File: src/gateway_cmd_map.svh
`ifndef GATEWAY_CMD_MAP_SVH
`define GATEWAY_CMD_MAP_SVH

// ----------------------------------------------------------------
// command selector codes, byte 0 of the send buffer
// ----------------------------------------------------------------
`define CMD_ECHO_LIST   8'h33
`define CMD_CTT2        8'h44
`define CMD_VERSION     8'h14
`define CMD_READ_ID     8'h17
`define CMD_READ_XID1   8'h37
`define CMD_WRITE_XID1  8'h3F

// ----------------------------------------------------------------
// job and reply layout
// ----------------------------------------------------------------
`define ECHO_ARG        8'h00
`define POS_CMD         8'h00
`define POS_ADDR        8'h01
`define POS_LEN         8'h02
`define HDR_LEN         8'h03
`define JOB_MAX         8'hDF
`define REPLY_MAX       8'hDC
`define ECHO_LEN        8'h20
`define VERSION_LEN     8'h20
`define SLAVE_ZERO      6'h00

// ----------------------------------------------------------------
// timing: job timeout in seconds and clock rate in hertz
// ----------------------------------------------------------------
`define JOB_TIMEOUT_S   64'h0000_0000_0000_001E
`define CLOCK_HZ        64'h0000_0000_0773_5940
`define JOB_TIMEOUT_CYC (`JOB_TIMEOUT_S * `CLOCK_HZ)

`endif

File: src/gateway_cmd_pkg.sv
package gateway_cmd_pkg;

	// ------------------------------------------------------------
	// operations passed to the slave line engine
	// ------------------------------------------------------------
	typedef enum logic [1:0] {
		LINE_STRING,
		LINE_READ_ID,
		LINE_READ_XID1,
		LINE_WRITE_XID1
	} line_op_type;

	typedef logic [7:0] byte_type;
	typedef logic [5:0] slave_addr_type;

endpackage

File: src/gateway_job_if.sv
`timescale 1ns/1ps

interface gateway_job_if;

	// ------------------------------------------------------------
	// job stream host to gateway, reply stream gateway to host
	// ------------------------------------------------------------
	logic       job_valid;
	logic [7:0] job_data;
	logic       job_last;
	logic       job_ready;
	logic       rsp_valid;
	logic [7:0] rsp_data;
	logic       rsp_last;
	logic       rsp_ready;
	logic       done;
	logic       fail;

	modport gateway (
		input  job_valid, job_data, job_last, rsp_ready,
		output job_ready, rsp_valid, rsp_data, rsp_last, done, fail
	);

	modport host (
		output job_valid, job_data, job_last, rsp_ready,
		input  job_ready, rsp_valid, rsp_data, rsp_last, done, fail
	);

endinterface

File: src/gateway_cmd.sv
// Summary of operation
// echo code with zero arg returns packed echoes
// echo value is last parameter call reply
// CTT2 job: code, address, length, then bytes
// host caps whole CTT2 job at 223 bytes
// CTT2 reply: count byte, then string bytes
// string content opaque, starts at byte three
// suspend cyclic exchange with slave during strings
// host waits about thirty seconds before failing
// version query returns 32-byte name and version
// slave ID read returns low nibble code
// extended ID1 read returns low nibble code
// identification reads are diagnostic, host optional
// ID1 write sends low nibble to address zero
// ID1 value forwarded without any check
// decode byte 0, one job at a time
`timescale 1ns/1ps

module gateway_cmd
	import gateway_cmd_pkg::*;
#(
	// arbitrary text, 32 bytes, first character in the top byte
	parameter logic [255:0] VERSION_TEXT = "gateway firmware 0.0            "
) (
	input  wire logic           clock_i,
	input  wire logic           rst_b_i,
	gateway_job_if.gateway      job,
	output      logic           line_req_valid_o,
	output      line_op_type    line_op_o,
	output      slave_addr_type line_addr_o,
	output      logic [7:0]     line_data_o,
	output      logic           line_last_o,
	input  wire logic           line_req_ready_i,
	input  wire logic           line_rsp_valid_i,
	input  wire logic [7:0]     line_rsp_data_i,
	input  wire logic           line_rsp_last_i,
	input  wire logic           echo_valid_i,
	input  wire slave_addr_type echo_addr_i,
	input  wire logic [3:0]     echo_value_i,
	output      logic           cyclic_hold_o,
	output      slave_addr_type cyclic_hold_addr_o
);

`include "gateway_cmd_map.svh"

	typedef enum logic [2:0] {
		ST_IDLE,
		ST_DISPATCH,
		ST_LINE_REQ,
		ST_LINE_WAIT,
		ST_RESPOND
	} state_type;

	state_type  state_q;
	logic [7:0] job_buf_q [223];
	logic [7:0] reply_buf_q [221];
	logic [3:0] echo_q [64];
	logic [7:0] job_cnt_q;
	logic [7:0] send_idx_q;
	logic [7:0] send_end_q;
	logic [7:0] reply_cnt_q;
	logic       reply_ovf_q;
	logic [3:0] id_code_q;
	logic [7:0] rsp_len_q;
	logic [7:0] rsp_idx_q;
	logic       err_q;
	logic       job_ready_q;
	logic       rsp_valid_q;
	logic [7:0] rsp_data_q;
	logic       rsp_last_q;
	logic       done_q;
	logic       fail_q;
	logic [7:0] rsp_byte;
	logic       rsp_free;
	logic       rsp_end;
	logic [8:0] ctt2_end;

	assign job.job_ready = job_ready_q;
	assign job.rsp_valid = rsp_valid_q;
	assign job.rsp_data  = rsp_data_q;
	assign job.rsp_last  = rsp_last_q;
	assign job.done      = done_q;
	assign job.fail      = fail_q;

	// ------------------------------------------------------------
	// parameter echo store
	// ------------------------------------------------------------
	// every parameter call reply overwrites that slave's echo
	always_ff @(posedge clock_i) begin
		if (!rst_b_i) begin
			for (int i = 0; i < 64; i++) begin
				echo_q[i] <= 4'h0;
			end
		end else if (echo_valid_i) begin
			echo_q[echo_addr_i] <= echo_value_i;
		end
	end

	// ------------------------------------------------------------
	// job intake
	// ------------------------------------------------------------
	// ready only in idle, so a second job waits for the first
	always_ff @(posedge clock_i) begin
		if (!rst_b_i) begin
			job_ready_q <= 1'b0;
			job_cnt_q   <= 8'h00;
		end else if (state_q != ST_IDLE) begin
			job_ready_q <= 1'b0;
		end else if (job_ready_q && job.job_valid) begin
			if (job_cnt_q < `JOB_MAX) begin
				job_buf_q[job_cnt_q] <= job.job_data;
				job_cnt_q            <= job_cnt_q + 8'h01;
			end
			job_ready_q <= !job.job_last;
		end else if (!job_ready_q) begin
			job_ready_q <= 1'b1;
			job_cnt_q   <= 8'h00;
		end
	end

	// ------------------------------------------------------------
	// command state machine and line requests
	// ------------------------------------------------------------
	assign ctt2_end = {1'b0, job_buf_q[`POS_LEN]} + {1'b0, `HDR_LEN};

	always_ff @(posedge clock_i) begin
		if (!rst_b_i) begin
			state_q            <= ST_IDLE;
			line_req_valid_o   <= 1'b0;
			line_op_o          <= LINE_STRING;
			line_addr_o        <= `SLAVE_ZERO;
			line_data_o        <= 8'h00;
			line_last_o        <= 1'b0;
			cyclic_hold_o      <= 1'b0;
			cyclic_hold_addr_o <= `SLAVE_ZERO;
			send_idx_q         <= 8'h00;
			send_end_q         <= 8'h00;
			reply_cnt_q        <= 8'h00;
			reply_ovf_q        <= 1'b0;
			id_code_q          <= 4'h0;
			rsp_len_q          <= 8'h00;
			err_q              <= 1'b0;
		end else begin
			unique case (state_q)
			ST_IDLE: begin
				if (job_ready_q && job.job_valid && job.job_last) begin
					state_q <= ST_DISPATCH;
				end
			end
			ST_DISPATCH: begin
				err_q       <= 1'b0;
				rsp_len_q   <= 8'h00;
				reply_cnt_q <= 8'h00;
				reply_ovf_q <= 1'b0;
				line_addr_o <= job_buf_q[`POS_ADDR][5:0];
				line_last_o <= 1'b1;
				state_q     <= ST_LINE_REQ;
				case (job_buf_q[`POS_CMD])
				`CMD_ECHO_LIST: begin
					// short or wrong argument gives an empty failed reply
					state_q <= ST_RESPOND;
					if (job_cnt_q >= 8'h02 &&
					    job_buf_q[`POS_ADDR] == `ECHO_ARG) begin
						rsp_len_q <= `ECHO_LEN;
					end else begin
						err_q <= 1'b1;
					end
				end
				`CMD_CTT2: begin
					// the length byte alone sets how much goes out
					if (job_buf_q[`POS_LEN] == 8'h00 ||
					    ctt2_end > {1'b0, job_cnt_q}) begin
						err_q   <= 1'b1;
						state_q <= ST_RESPOND;
					end else begin
						line_op_o          <= LINE_STRING;
						line_data_o        <= job_buf_q[`HDR_LEN];
						line_last_o        <= (job_buf_q[`POS_LEN] == 8'h01);
						send_idx_q         <= `HDR_LEN;
						send_end_q         <= ctt2_end[7:0];
						cyclic_hold_o      <= 1'b1;
						cyclic_hold_addr_o <= job_buf_q[`POS_ADDR][5:0];
						line_req_valid_o   <= 1'b1;
					end
				end
				`CMD_VERSION: begin
					rsp_len_q <= `VERSION_LEN;
					state_q   <= ST_RESPOND;
				end
				`CMD_READ_ID: begin
					line_op_o        <= LINE_READ_ID;
					line_req_valid_o <= 1'b1;
				end
				`CMD_READ_XID1: begin
					line_op_o        <= LINE_READ_XID1;
					line_req_valid_o <= 1'b1;
				end
				`CMD_WRITE_XID1: begin
					// no plausibility check on the nibble
					line_op_o        <= LINE_WRITE_XID1;
					line_addr_o      <= `SLAVE_ZERO;
					line_data_o      <= {4'h0, job_buf_q[`POS_ADDR][3:0]};
					line_req_valid_o <= 1'b1;
				end
				default: begin
					err_q   <= 1'b1;
					state_q <= ST_RESPOND;
				end
				endcase
			end
			ST_LINE_REQ: begin
				if (line_req_ready_i) begin
					if (line_op_o == LINE_STRING &&
					    send_idx_q + 8'h01 < send_end_q) begin
						line_data_o <= job_buf_q[send_idx_q + 8'h01];
						line_last_o <= (send_idx_q + 8'h02 == send_end_q);
						send_idx_q  <= send_idx_q + 8'h01;
					end else begin
						line_req_valid_o <= 1'b0;
						state_q          <= ST_LINE_WAIT;
					end
				end
			end
			ST_LINE_WAIT: begin
				if (line_rsp_valid_i) begin
					if (line_op_o == LINE_STRING) begin
						// overlong replies are dropped, not truncated
						if (reply_cnt_q < `REPLY_MAX) begin
							reply_buf_q[reply_cnt_q] <= line_rsp_data_i;
							reply_cnt_q              <= reply_cnt_q + 8'h01;
						end else begin
							reply_ovf_q <= 1'b1;
						end
						if (line_rsp_last_i) begin
							cyclic_hold_o <= 1'b0;
							state_q       <= ST_RESPOND;
							if (reply_ovf_q || reply_cnt_q >= `REPLY_MAX) begin
								err_q <= 1'b1;
							end else begin
								rsp_len_q <= reply_cnt_q + 8'h02;
							end
						end
					end else begin
						id_code_q <= line_rsp_data_i[3:0];
						rsp_len_q <= (line_op_o == LINE_WRITE_XID1) ?
						             8'h00 : 8'h01;
						state_q   <= ST_RESPOND;
					end
				end
			end
			ST_RESPOND: begin
				if (rsp_end) begin
					state_q <= ST_IDLE;
				end
			end
			endcase
		end
	end

	// ------------------------------------------------------------
	// reply byte selection
	// ------------------------------------------------------------
	// echo byte k: slave 2k high nibble (zero in bytes 0 and 16), 2k+1 low; B half from 16
	always_comb begin
		rsp_byte = 8'h00;
		case (job_buf_q[`POS_CMD])
		`CMD_ECHO_LIST: begin
			rsp_byte[3:0] = echo_q[{rsp_idx_q[4:0], 1'b1}];
			if (rsp_idx_q[3:0] != 4'h0) begin
				rsp_byte[7:4] = echo_q[{rsp_idx_q[4:0], 1'b0}];
			end
		end
		`CMD_VERSION: begin
			rsp_byte = VERSION_TEXT[8'hFF - {rsp_idx_q[4:0], 3'h0} -: 8];
		end
		`CMD_CTT2: begin
			rsp_byte = (rsp_idx_q == 8'h00) ? reply_cnt_q :
			           reply_buf_q[rsp_idx_q - 8'h01];
		end
		default: begin
			rsp_byte = {4'h0, id_code_q};
		end
		endcase
	end

	assign rsp_free = !rsp_valid_q || job.rsp_ready;
	assign rsp_end  = state_q == ST_RESPOND && rsp_free &&
	                  rsp_idx_q == rsp_len_q && !done_q;

	// ------------------------------------------------------------
	// reply stream and job completion
	// ------------------------------------------------------------
	always_ff @(posedge clock_i) begin
		if (!rst_b_i) begin
			rsp_valid_q <= 1'b0;
			rsp_data_q  <= 8'h00;
			rsp_last_q  <= 1'b0;
			rsp_idx_q   <= 8'h00;
			done_q      <= 1'b0;
			fail_q      <= 1'b0;
		end else begin
			done_q <= rsp_end;
			if (rsp_end) begin
				fail_q <= err_q;
			end
			if (state_q != ST_RESPOND) begin
				rsp_idx_q <= 8'h00;
			end
			if (rsp_free) begin
				rsp_valid_q <= 1'b0;
				rsp_last_q  <= 1'b0;
				if (state_q == ST_RESPOND && rsp_idx_q < rsp_len_q) begin
					rsp_valid_q <= 1'b1;
					rsp_data_q  <= rsp_byte;
					rsp_last_q  <= (rsp_idx_q + 8'h01 == rsp_len_q);
					rsp_idx_q   <= rsp_idx_q + 8'h01;
				end
			end
		end
	end

endmodule

File: src/flat_wrapper.sv
// flat-port wrapper written by rule: the top's interface ports become plain ports
module gateway_cmd_flat import gateway_cmd_pkg::*;
#(
	                                                            
	parameter logic [255:0] VERSION_TEXT = "                                "
)
  (clock_i, rst_b_i, line_req_valid_o, line_op_o, line_addr_o, line_data_o, line_last_o, line_req_ready_i, line_rsp_valid_i, line_rsp_data_i, line_rsp_last_i, echo_valid_i, echo_addr_i, echo_value_i, cyclic_hold_o, cyclic_hold_addr_o, job_job_valid, job_job_data, job_job_last, job_rsp_ready, job_job_ready, job_rsp_valid, job_rsp_data, job_rsp_last, job_done, job_fail);
  gateway_job_if job_i ();
  input  wire logic clock_i;
  input  wire logic rst_b_i;
  output      logic line_req_valid_o;
  output      line_op_type line_op_o;
  output      slave_addr_type line_addr_o;
  output      logic [7:0] line_data_o;
  output      logic line_last_o;
  input  wire logic line_req_ready_i;
  input  wire logic line_rsp_valid_i;
  input  wire logic [7:0] line_rsp_data_i;
  input  wire logic line_rsp_last_i;
  input  wire logic echo_valid_i;
  input  wire slave_addr_type echo_addr_i;
  input  wire logic [3:0] echo_value_i;
  output      logic cyclic_hold_o;
  output      slave_addr_type cyclic_hold_addr_o;
  input wire logic [$bits(job_i.job_valid)-1:0] job_job_valid;
  input wire logic [$bits(job_i.job_data)-1:0] job_job_data;
  input wire logic [$bits(job_i.job_last)-1:0] job_job_last;
  input wire logic [$bits(job_i.rsp_ready)-1:0] job_rsp_ready;
  output wire logic [$bits(job_i.job_ready)-1:0] job_job_ready;
  output wire logic [$bits(job_i.rsp_valid)-1:0] job_rsp_valid;
  output wire logic [$bits(job_i.rsp_data)-1:0] job_rsp_data;
  output wire logic [$bits(job_i.rsp_last)-1:0] job_rsp_last;
  output wire logic [$bits(job_i.done)-1:0] job_done;
  output wire logic [$bits(job_i.fail)-1:0] job_fail;
  assign job_i.job_valid = job_job_valid;
  assign job_i.job_data = job_job_data;
  assign job_i.job_last = job_job_last;
  assign job_i.rsp_ready = job_rsp_ready;
  assign job_job_ready = job_i.job_ready;
  assign job_rsp_valid = job_i.rsp_valid;
  assign job_rsp_data = job_i.rsp_data;
  assign job_rsp_last = job_i.rsp_last;
  assign job_done = job_i.done;
  assign job_fail = job_i.fail;
  gateway_cmd #(.VERSION_TEXT(VERSION_TEXT)) u_core (.clock_i(clock_i), .rst_b_i(rst_b_i), .job(job_i), .line_req_valid_o(line_req_valid_o), .line_op_o(line_op_o), .line_addr_o(line_addr_o), .line_data_o(line_data_o), .line_last_o(line_last_o), .line_req_ready_i(line_req_ready_i), .line_rsp_valid_i(line_rsp_valid_i), .line_rsp_data_i(line_rsp_data_i), .line_rsp_last_i(line_rsp_last_i), .echo_valid_i(echo_valid_i), .echo_addr_i(echo_addr_i), .echo_value_i(echo_value_i), .cyclic_hold_o(cyclic_hold_o), .cyclic_hold_addr_o(cyclic_hold_addr_o));
endmodule
File: config.mk
export PLATFORM = sky130hd
export DESIGN_NAME = gateway_cmd_flat
export DESIGN_NICKNAME = d
export VERILOG_FILES = /design/src/gateway_cmd_pkg.sv /design/src/gateway_job_if.sv /design/src/gateway_cmd.sv /design/src/flat_wrapper.sv
export VERILOG_INCLUDE_DIRS = /design/src
export SDC_FILE = /design/constraint.sdc
export NUM_CORES = 2
export LEC_CHECK = 0
export BUFFER_PORTS_ARGS = -buffer_cell sky130_fd_sc_hd__buf_2
export CELL_PAD_IN_SITES_DETAIL_PLACEMENT = 1
export CELL_PAD_IN_SITES_GLOBAL_PLACEMENT = 1
export CORE_ASPECT_RATIO = 1.75
export CORE_MARGIN = 1
export CORE_UTILIZATION = 25
export CTS_CLUSTER_SIZE = 30
export DETAILED_ROUTE_END_ITERATION = 8
export HOLD_SLACK_MARGIN = 0.03
export PLACE_DENSITY = 0.4
export SKIP_CTS_REPAIR_TIMING = 1
export SLEW_MARGIN = 20
export SYNTH_ARGS = -nofsm -noshare
export SYNTH_HDL_FRONTEND = slang
export SYNTH_SLANG_ARGS = --single-unit
File: constraint.sdc
create_clock -name clock_i -period 6.3 [get_ports clock_i]
set_input_delay 0.63 -clock clock_i [delete_from_list [all_inputs] [get_ports clock_i]]
set_output_delay 0.63 -clock clock_i [all_outputs]
set_load 0.01 [all_outputs]
==> Word level (Yosys, flattened, before mapping) <==
Memory sizes are Yosys's and may differ from the RTL's. A register that Yosys moved wholly into a read port is not among the register bits.
Index checks and enable logic that the tools add are counted.
{ "classes": {"muxes": 94, "div": 0, "add_sub_neg": 9, "n_bitwise": 4, "multipliers": 0, "reduce_logical": 43, "shifts": 1, "eq_ne": 37, "order_cmp": 7} }
{ "op_table": {"columns": ["operator", "count"], "rows": [
  ["indexed part select 263 x 9 -> 8 bit (first input constant)", 1],
  ["two-way mux 8 bit", 21],
  ["case mux 8 bit (2 select lines)", 6],
  ["two-way mux 1 bit", 40],
  ["adder 8 x 1 -> 8 bit (second input constant)", 4],
  ["two-way mux 6 bit", 5],
  ["equality test 8 x 6 -> 1 bit (second input constant)", 3],
  ["equality test 8 bit", 3],
  ["zero test 8 bit", 3],
  ["two-way mux 3 bit", 8],
  ["case mux 8 bit (3 select lines)", 1],
  ["AND reduction 5 bit", 4],
  ["!= test 2 bit (second input constant)", 9],
  ["adder 8 x 2 -> 8 bit (second input constant)", 2],
  ["equality test 8 x 5 -> 1 bit (second input constant)", 2],
  ["< comparator 8 bit", 2],
  ["< comparator 8 bit (second input constant)", 2],
  ["case mux 3 bit (5 select lines)", 1],
  ["AND reduction 3 bit", 5],
  ["!= test 2 x 1 -> 1 bit (second input constant)", 7],
  ["!= test 3 bit (second input constant)", 4],
  ["case mux 1 bit (2 select lines)", 6],
  ["AND reduction 4 bit", 3],
  ["AND reduction 6 bit", 2],
  ["other kinds (31)", 51]
]} }
{ "totals": {"ramBits": 3808, "input_bits": 35, "register_bits": 95, "mem_count": 3, "latchBits": 0, "rom_bits": 0, "word_cells": 221} }
{ "mem_list": {"columns": ["name", "words", "word_bits", "rd", "rd_ports_with_merged_regs", "wr", "line", "text"], "rows": [
  ["u_core.job_buf_q", 223, 8, 5, 0, 1, "gateway_cmd.sv:55", "logic [7:0] job_buf_q [223];"],
  ["u_core.reply_buf_q", 221, 8, 1, 0, 1, "gateway_cmd.sv:56", "logic [7:0] reply_buf_q [221];"],
  ["u_core.echo_q", 64, 4, 2, 2, 64, "gateway_cmd.sv:57", "logic [3:0] echo_q [64];"]
]} }

==> Longest topological paths before layout <==
{ "depth": {"word_depth": 7, "ltp_mapped": 20} }

==> Least setup slack after synthesis <==
No wires, ideal clock.
{ "synth_timing": {"kind": "register to register", "start": "register u_core.rsp_idx_q[0]", "end": "register u_core.rsp_data_q[2] (netlist: u_core.job.rsp_data[2])", "path_stages_with_launch": 19, "setup_time_ns": 0.130, "slack_ns": 2.178, "period_less_slack_ns": 4.122, "arrival_ns": 3.992, "cell_sequence": "dfxtp_1 > buf_2 > buf_6 > buf_4 > buf_2 > buf_4 > inv_1 > ha_1 > buf_2 > buf_2 > buf_4 > clkbuf_1 > clkbuf_1 > mux4_2 > mux4_2 > nand2_1 > a31oi_1 > a22oi_1 > o211ai_1"} }
{ "synth_via": {"elab_chain_cells": 4} }
{ "synth_rtl": {"columns": ["element", "line", "text"], "rows": [
  ["from (decl)", "gateway_cmd.sv:65", "logic [7:0] rsp_idx_q;"],
  ["from (signal assigned)", "gateway_cmd.sv:316", "rsp_idx_q <= rsp_idx_q + 8'h01;"],
  ["subtractor 8 x 1 -> 8 bit", "gateway_cmd.sv:278", "reply_buf_q[rsp_idx_q - 8'h01];"],
  ["memory read (221 x 8 bit)", null, null],
  ["two-way mux 8 bit", "gateway_cmd.sv:277", "rsp_byte = (rsp_idx_q == 8'h00) ? reply_cnt_q :"],
  ["case mux 8 bit (3 select lines)", "gateway_cmd.sv:266", "case (job_buf_q[`POS_CMD])"],
  ["to (signal assigned)", "gateway_cmd.sv:314", "rsp_data_q <= rsp_byte;"],
  ["to (decl)", "gateway_cmd.sv:69", "logic [7:0] rsp_data_q;"]
]} }
Parallel ways exist; a longest one is shown, timed or not.
A chain may end at the register's enable or synchronous reset.

==> Worst setup path after layout <==
{ "layout_timing": {"start": "register u_core.rsp_idx_q[0]", "end": "register u_core.rsp_data_q[4] (netlist: u_core.job.rsp_data[4])"} }
Same word-level chain as after synthesis.

==> results list <==
- The flow ran to the end, and the final reports show no timing, DRC or antenna violations.
- After detailed routing, the number of remaining DRC violations is 0.
- Hold is met by roughly 0.076 ns.
- Number of clock sinks: a little under 4000
- Critical R2R Launch: u_core.rsp_idx_q[0]
- Global Route Usage Sum: about 17%
- Flip-flop count of the largest register after layout: around 1800
* Slew at the pin with the worst max-slew slack: between 1 and 1.5 ns
* Per-cell via count in the routed design: roughly 4.6
- In this run the number of H-tree levels came out at 5.
- P_leak: roughly 56 nW
- The number of failing hold endpoints at the final stage is 0.
* Maximum clock frequency: just over 200 MHz
* Initial core utilization: between 20% and 30%
- Summed over all failing endpoints, the final setup total negative slack is 0 ns.
- In the final layout, the share of cells above drive strength 1 is 26.2%.
- Commonest cells after routing, fill and taps aside: 3816 x edfxtp_1, 1090 x mux4_2, 668 x nand2_1, 562 x nor2_1, 417 x clkbuf_16
* Number of antenna violations at the first check in global routing: 21
- Counting distinct cell types in the post-synthesis netlist gives 79.
* Relative contribution of combinational cells to total power: a little under a tenth
- In this run the power spent charging and discharging nets is about 14 mW.
* Wire length of the first global-routing pass: roughly 740000 µm
- Overflow after GRT: 0
* Biggest regs: u_core.job_buf_q (1792), u_core.reply_buf_q (1768), u_core.echo_q (256)
- Count of pins on the block boundary: 73
- At the worst endpoint, the required time is about 7 ns.
- Of the synthesized area, sequential elements account for 74.6%.
* Sequential share of power: around 49%
* Setup Viol. Count Final: 0
- Final worst path period share: 78.9%
* Worst-path fanout max: 31
- Walking the worst path, the cells encountered are inv_1 -> ha_4 -> buf_12 -> buf_12 -> buf_12 -> buf_4 -> mux4_2 -> mux4_2 -> nor3_1 -> a211oi_1 -> nor3_1 -> a311o_1 -> a21oi_1.
- Initial DRT Pass Iterations: 5
- Vertical die dimension: 1050 µm
- Number of DRC violations after detailed-routing iteration 0: a little over 5000
- The final number of max-transition violations was 0.
- On the critical path, the stage with the largest delay is an instance of nor3_1.
- Growth of design area from synthesis to finish: 16.7%
* Critical hold path startpoint: job_rsp_ready
- Once placement finished, the instance area stood at 169000 µm².
- Per report_power, the clock group accounts for between 40% and 50% of the total.
- Worst setup path start: u_core.rsp_idx_q[0]
- On the worst path, the slowest cell contributes a delay of approximately 0.7 ns.
- Clock-pin slew was measured on the worst setup and hold paths at around 0.070 ns.
- Per-cell routed wire length: around 32 µm
- The kind of cell with the highest combined delay along the critical path is buffers and inverters.
- Switch share: roughly 24%
* Largest net degree at the start of global routing: roughly 180
* Clock buffer count from CTS: between 400 and 500
- Dividing the synthesized area by the synthesized cell count gives between 15 and 20 µm².
- CTS placed an instance of clkbuf_16 at the clock tree root.
* Number of filler cells placed in the layout: 63000
- Worst hold path type: input pin to register
- RSZ-0062 raised after global routing: no
- Across the run, the number of max-cap violations was 0.
* Arrival time worst endpoint: 5.87 ns
* Pwr/cell area: about 330 nW/µm²
* Post-synthesis async set-or-reset flop share: 0%
* Bufs and invs on worst path: 5
- Once detailed placement completed, the half-perimeter wirelength came to 357000 µm.
* Slew Limit Headroom: approximately 18%
* Final instance area: 182000 µm²
- Final worst path period need: a little under 5 ns
- Across all layers, the routed design uses a little under 80000 vias.
- Cell Rows: approximately 380
* Area of the die: ~630000 µm²
* Synth warnings: 0
- For this block, the routed nets add up to 538000 µm of wire.
- Maximum number of buffers from clock root to sink: 5
* CP endpoint kind: register
- Leaving out fill and tap cells, the most frequent cell in the layout is edfxtp_1.
- The internal portion of the total power is 45.0 mW.
- Routability-driven placement finished with a final weighted congestion of between 0.8 and 0.9.
- TritonCTS built the clock tree.
- The net count of the finished layout is around 8400.
- Prevailing post-synth register cell: edfxtp_1
- IR drop worst, VDD: between 0.0002 and 0.00025 V
- After synthesis the cells add up to between 150000 and 200000 µm².
- Number of global-route vias before repair: between 80000 and 90000
* Slack of the worst reg-to-reg path: between 1 and 1.5 ns
* Gate Count Post-Synth: 7955
- The worst setup path is of the register to register kind.
- Startpoint type of the worst setup path: register
- Total power draw: a little under 60 mW
- By instance count, the cell type seen most on the critical path is buf_12.
- Counting flops with a built-in enable in the synthesized netlist gives 3816.
* Worst skew pair latency: slightly above 1 ns
* Register name with the most flops: u_core.job_buf_q
* Total core area: approximately 620000 µm²
* DIE WIDTH: 599 µm
- Between clock sinks in the finished design, the worst skew comes to a little over 0.06 ns.
* Antenna viol nets, final: 0
* Port Buf Inserts: 72
- Yosys reg bits: ~3900
==> worst paths after layout <==
path              cells past startpoint                     end
setup / recovery                     13  u_core.job.rsp_data[4]
hold / removal                        4    u_core.job.rsp_valid
setup reg to reg                     13  u_core.job.rsp_data[4]
hold reg to reg                       2     u_core.rsp_len_q[6]
==> final cells by class <==
class                      instances  area (µm²)  area share, %
multi-input combinational       3482       37600           20.6
clock inverter                   244        2540           1.40
sequential                      3911      117000           64.0
tap                             8277       10400           5.69
clock buffer                     490       10700           5.90
inverter                          44         173         0.0948
antenna                            8        20.0         0.0110
timing repair buffer             486        4200           2.30
==> cell usage after synthesis, types with 6 or more instances <==
cell type	count	share of area [%]
o211ai_1	21	0.10
a32oi_1	10	0.056
o22ai_1	11	0.044
dfxtp_1	95	1.2
nand2_1	682	1.6
a311oi_1	21	0.12
buf_6	8	0.058
xnor2_1	34	0.19
clkbuf_1	319	0.77
nor2b_1	14	0.056
a31oi_1	52	0.21
edfxtp_1	3816	73
a211oi_1	16	0.077
nand3_1	151	0.48
a221oi_1	9	0.050
ha_1	40	0.32
nor4_1	10	0.040
xor2_1	23	0.13
mux2i_1	72	0.46
nor3_1	34	0.11
a22oi_1	17	0.082
a2111oi_0	7	0.039
nor3b_1	9	0.043
and2_1	10	0.040
inv_1	42	0.10
a21oi_1	67	0.21
o21a_1	8	0.038
mux4_2	1090	16
o21ai_0	30	0.096
buf_1	50	0.12
buf_2	103	0.33
buf_4	53	0.25
nand4_1	42	0.17
nor2_1	568	1.4
a31o_2	8	0.045
o31ai_1	6	0.029
and3_1	307	1.2
or3_1	6	0.024
o2111ai_1	6	0.034
nand2b_1	8	0.032
==> worst min-delay path, delay by kind of cell <==
family                 cells  cell delay [ns]
AOI/OAI and AO/OA          1             0.12
and+or+nand+nor            2             0.13
buffers and inverters      1             0.15
==> cell families after synthesis <==
logic type,count (synthesis),synth area share (%)
buf+inv,577,1.64
mux,1163,16.2
simple gates,1865,5.37
other cells,1,0.00240
xor+xnor,58,0.330
compound gates,340,1.52
flops,3911,74.6
fa+ha+maj,40,0.321
==> routing by layer <==
metal / global-route usage (%) / wire length (µm) / vias to the layer above
met2: 33.7 / 307000 / 1372
met3: 2.09 / 16000 / 660
met5: 0 / 35 / -
met1: 17.8 / 191000 / 43300
met4: 7.16 / 24100 / 6
li1: - / - / 33100
==> power groups by stage <==
| stage | clock network, mW | registers (mW) | logic (mW) |
|---|---|---|---|
| after detailed placement | 0 | 29.4 | 5.91 |
| final | 24.8 | 28.8 | 5.67 |
| after floorplan | 0 | 29.3 | 3.17 |
| after global placement | 0 | 29.4 | 5.87 |
| after global routing | 26.3 | 28.8 | 6.02 |
| after CTS | 25.5 | 28.8 | 5.92 |
==> through the flow <==
stage                     std cells  worst slack, ns  util, %
after floorplan                7970             2.18        -
after global placement        16200             1.15     27.1
after detailed placement      16200             1.23     27.2
after CTS                     16900             1.23     29.3
after global routing          16900             1.19     29.3
final                         16900             1.33     29.3
Power figures use the tool's default switching activity.
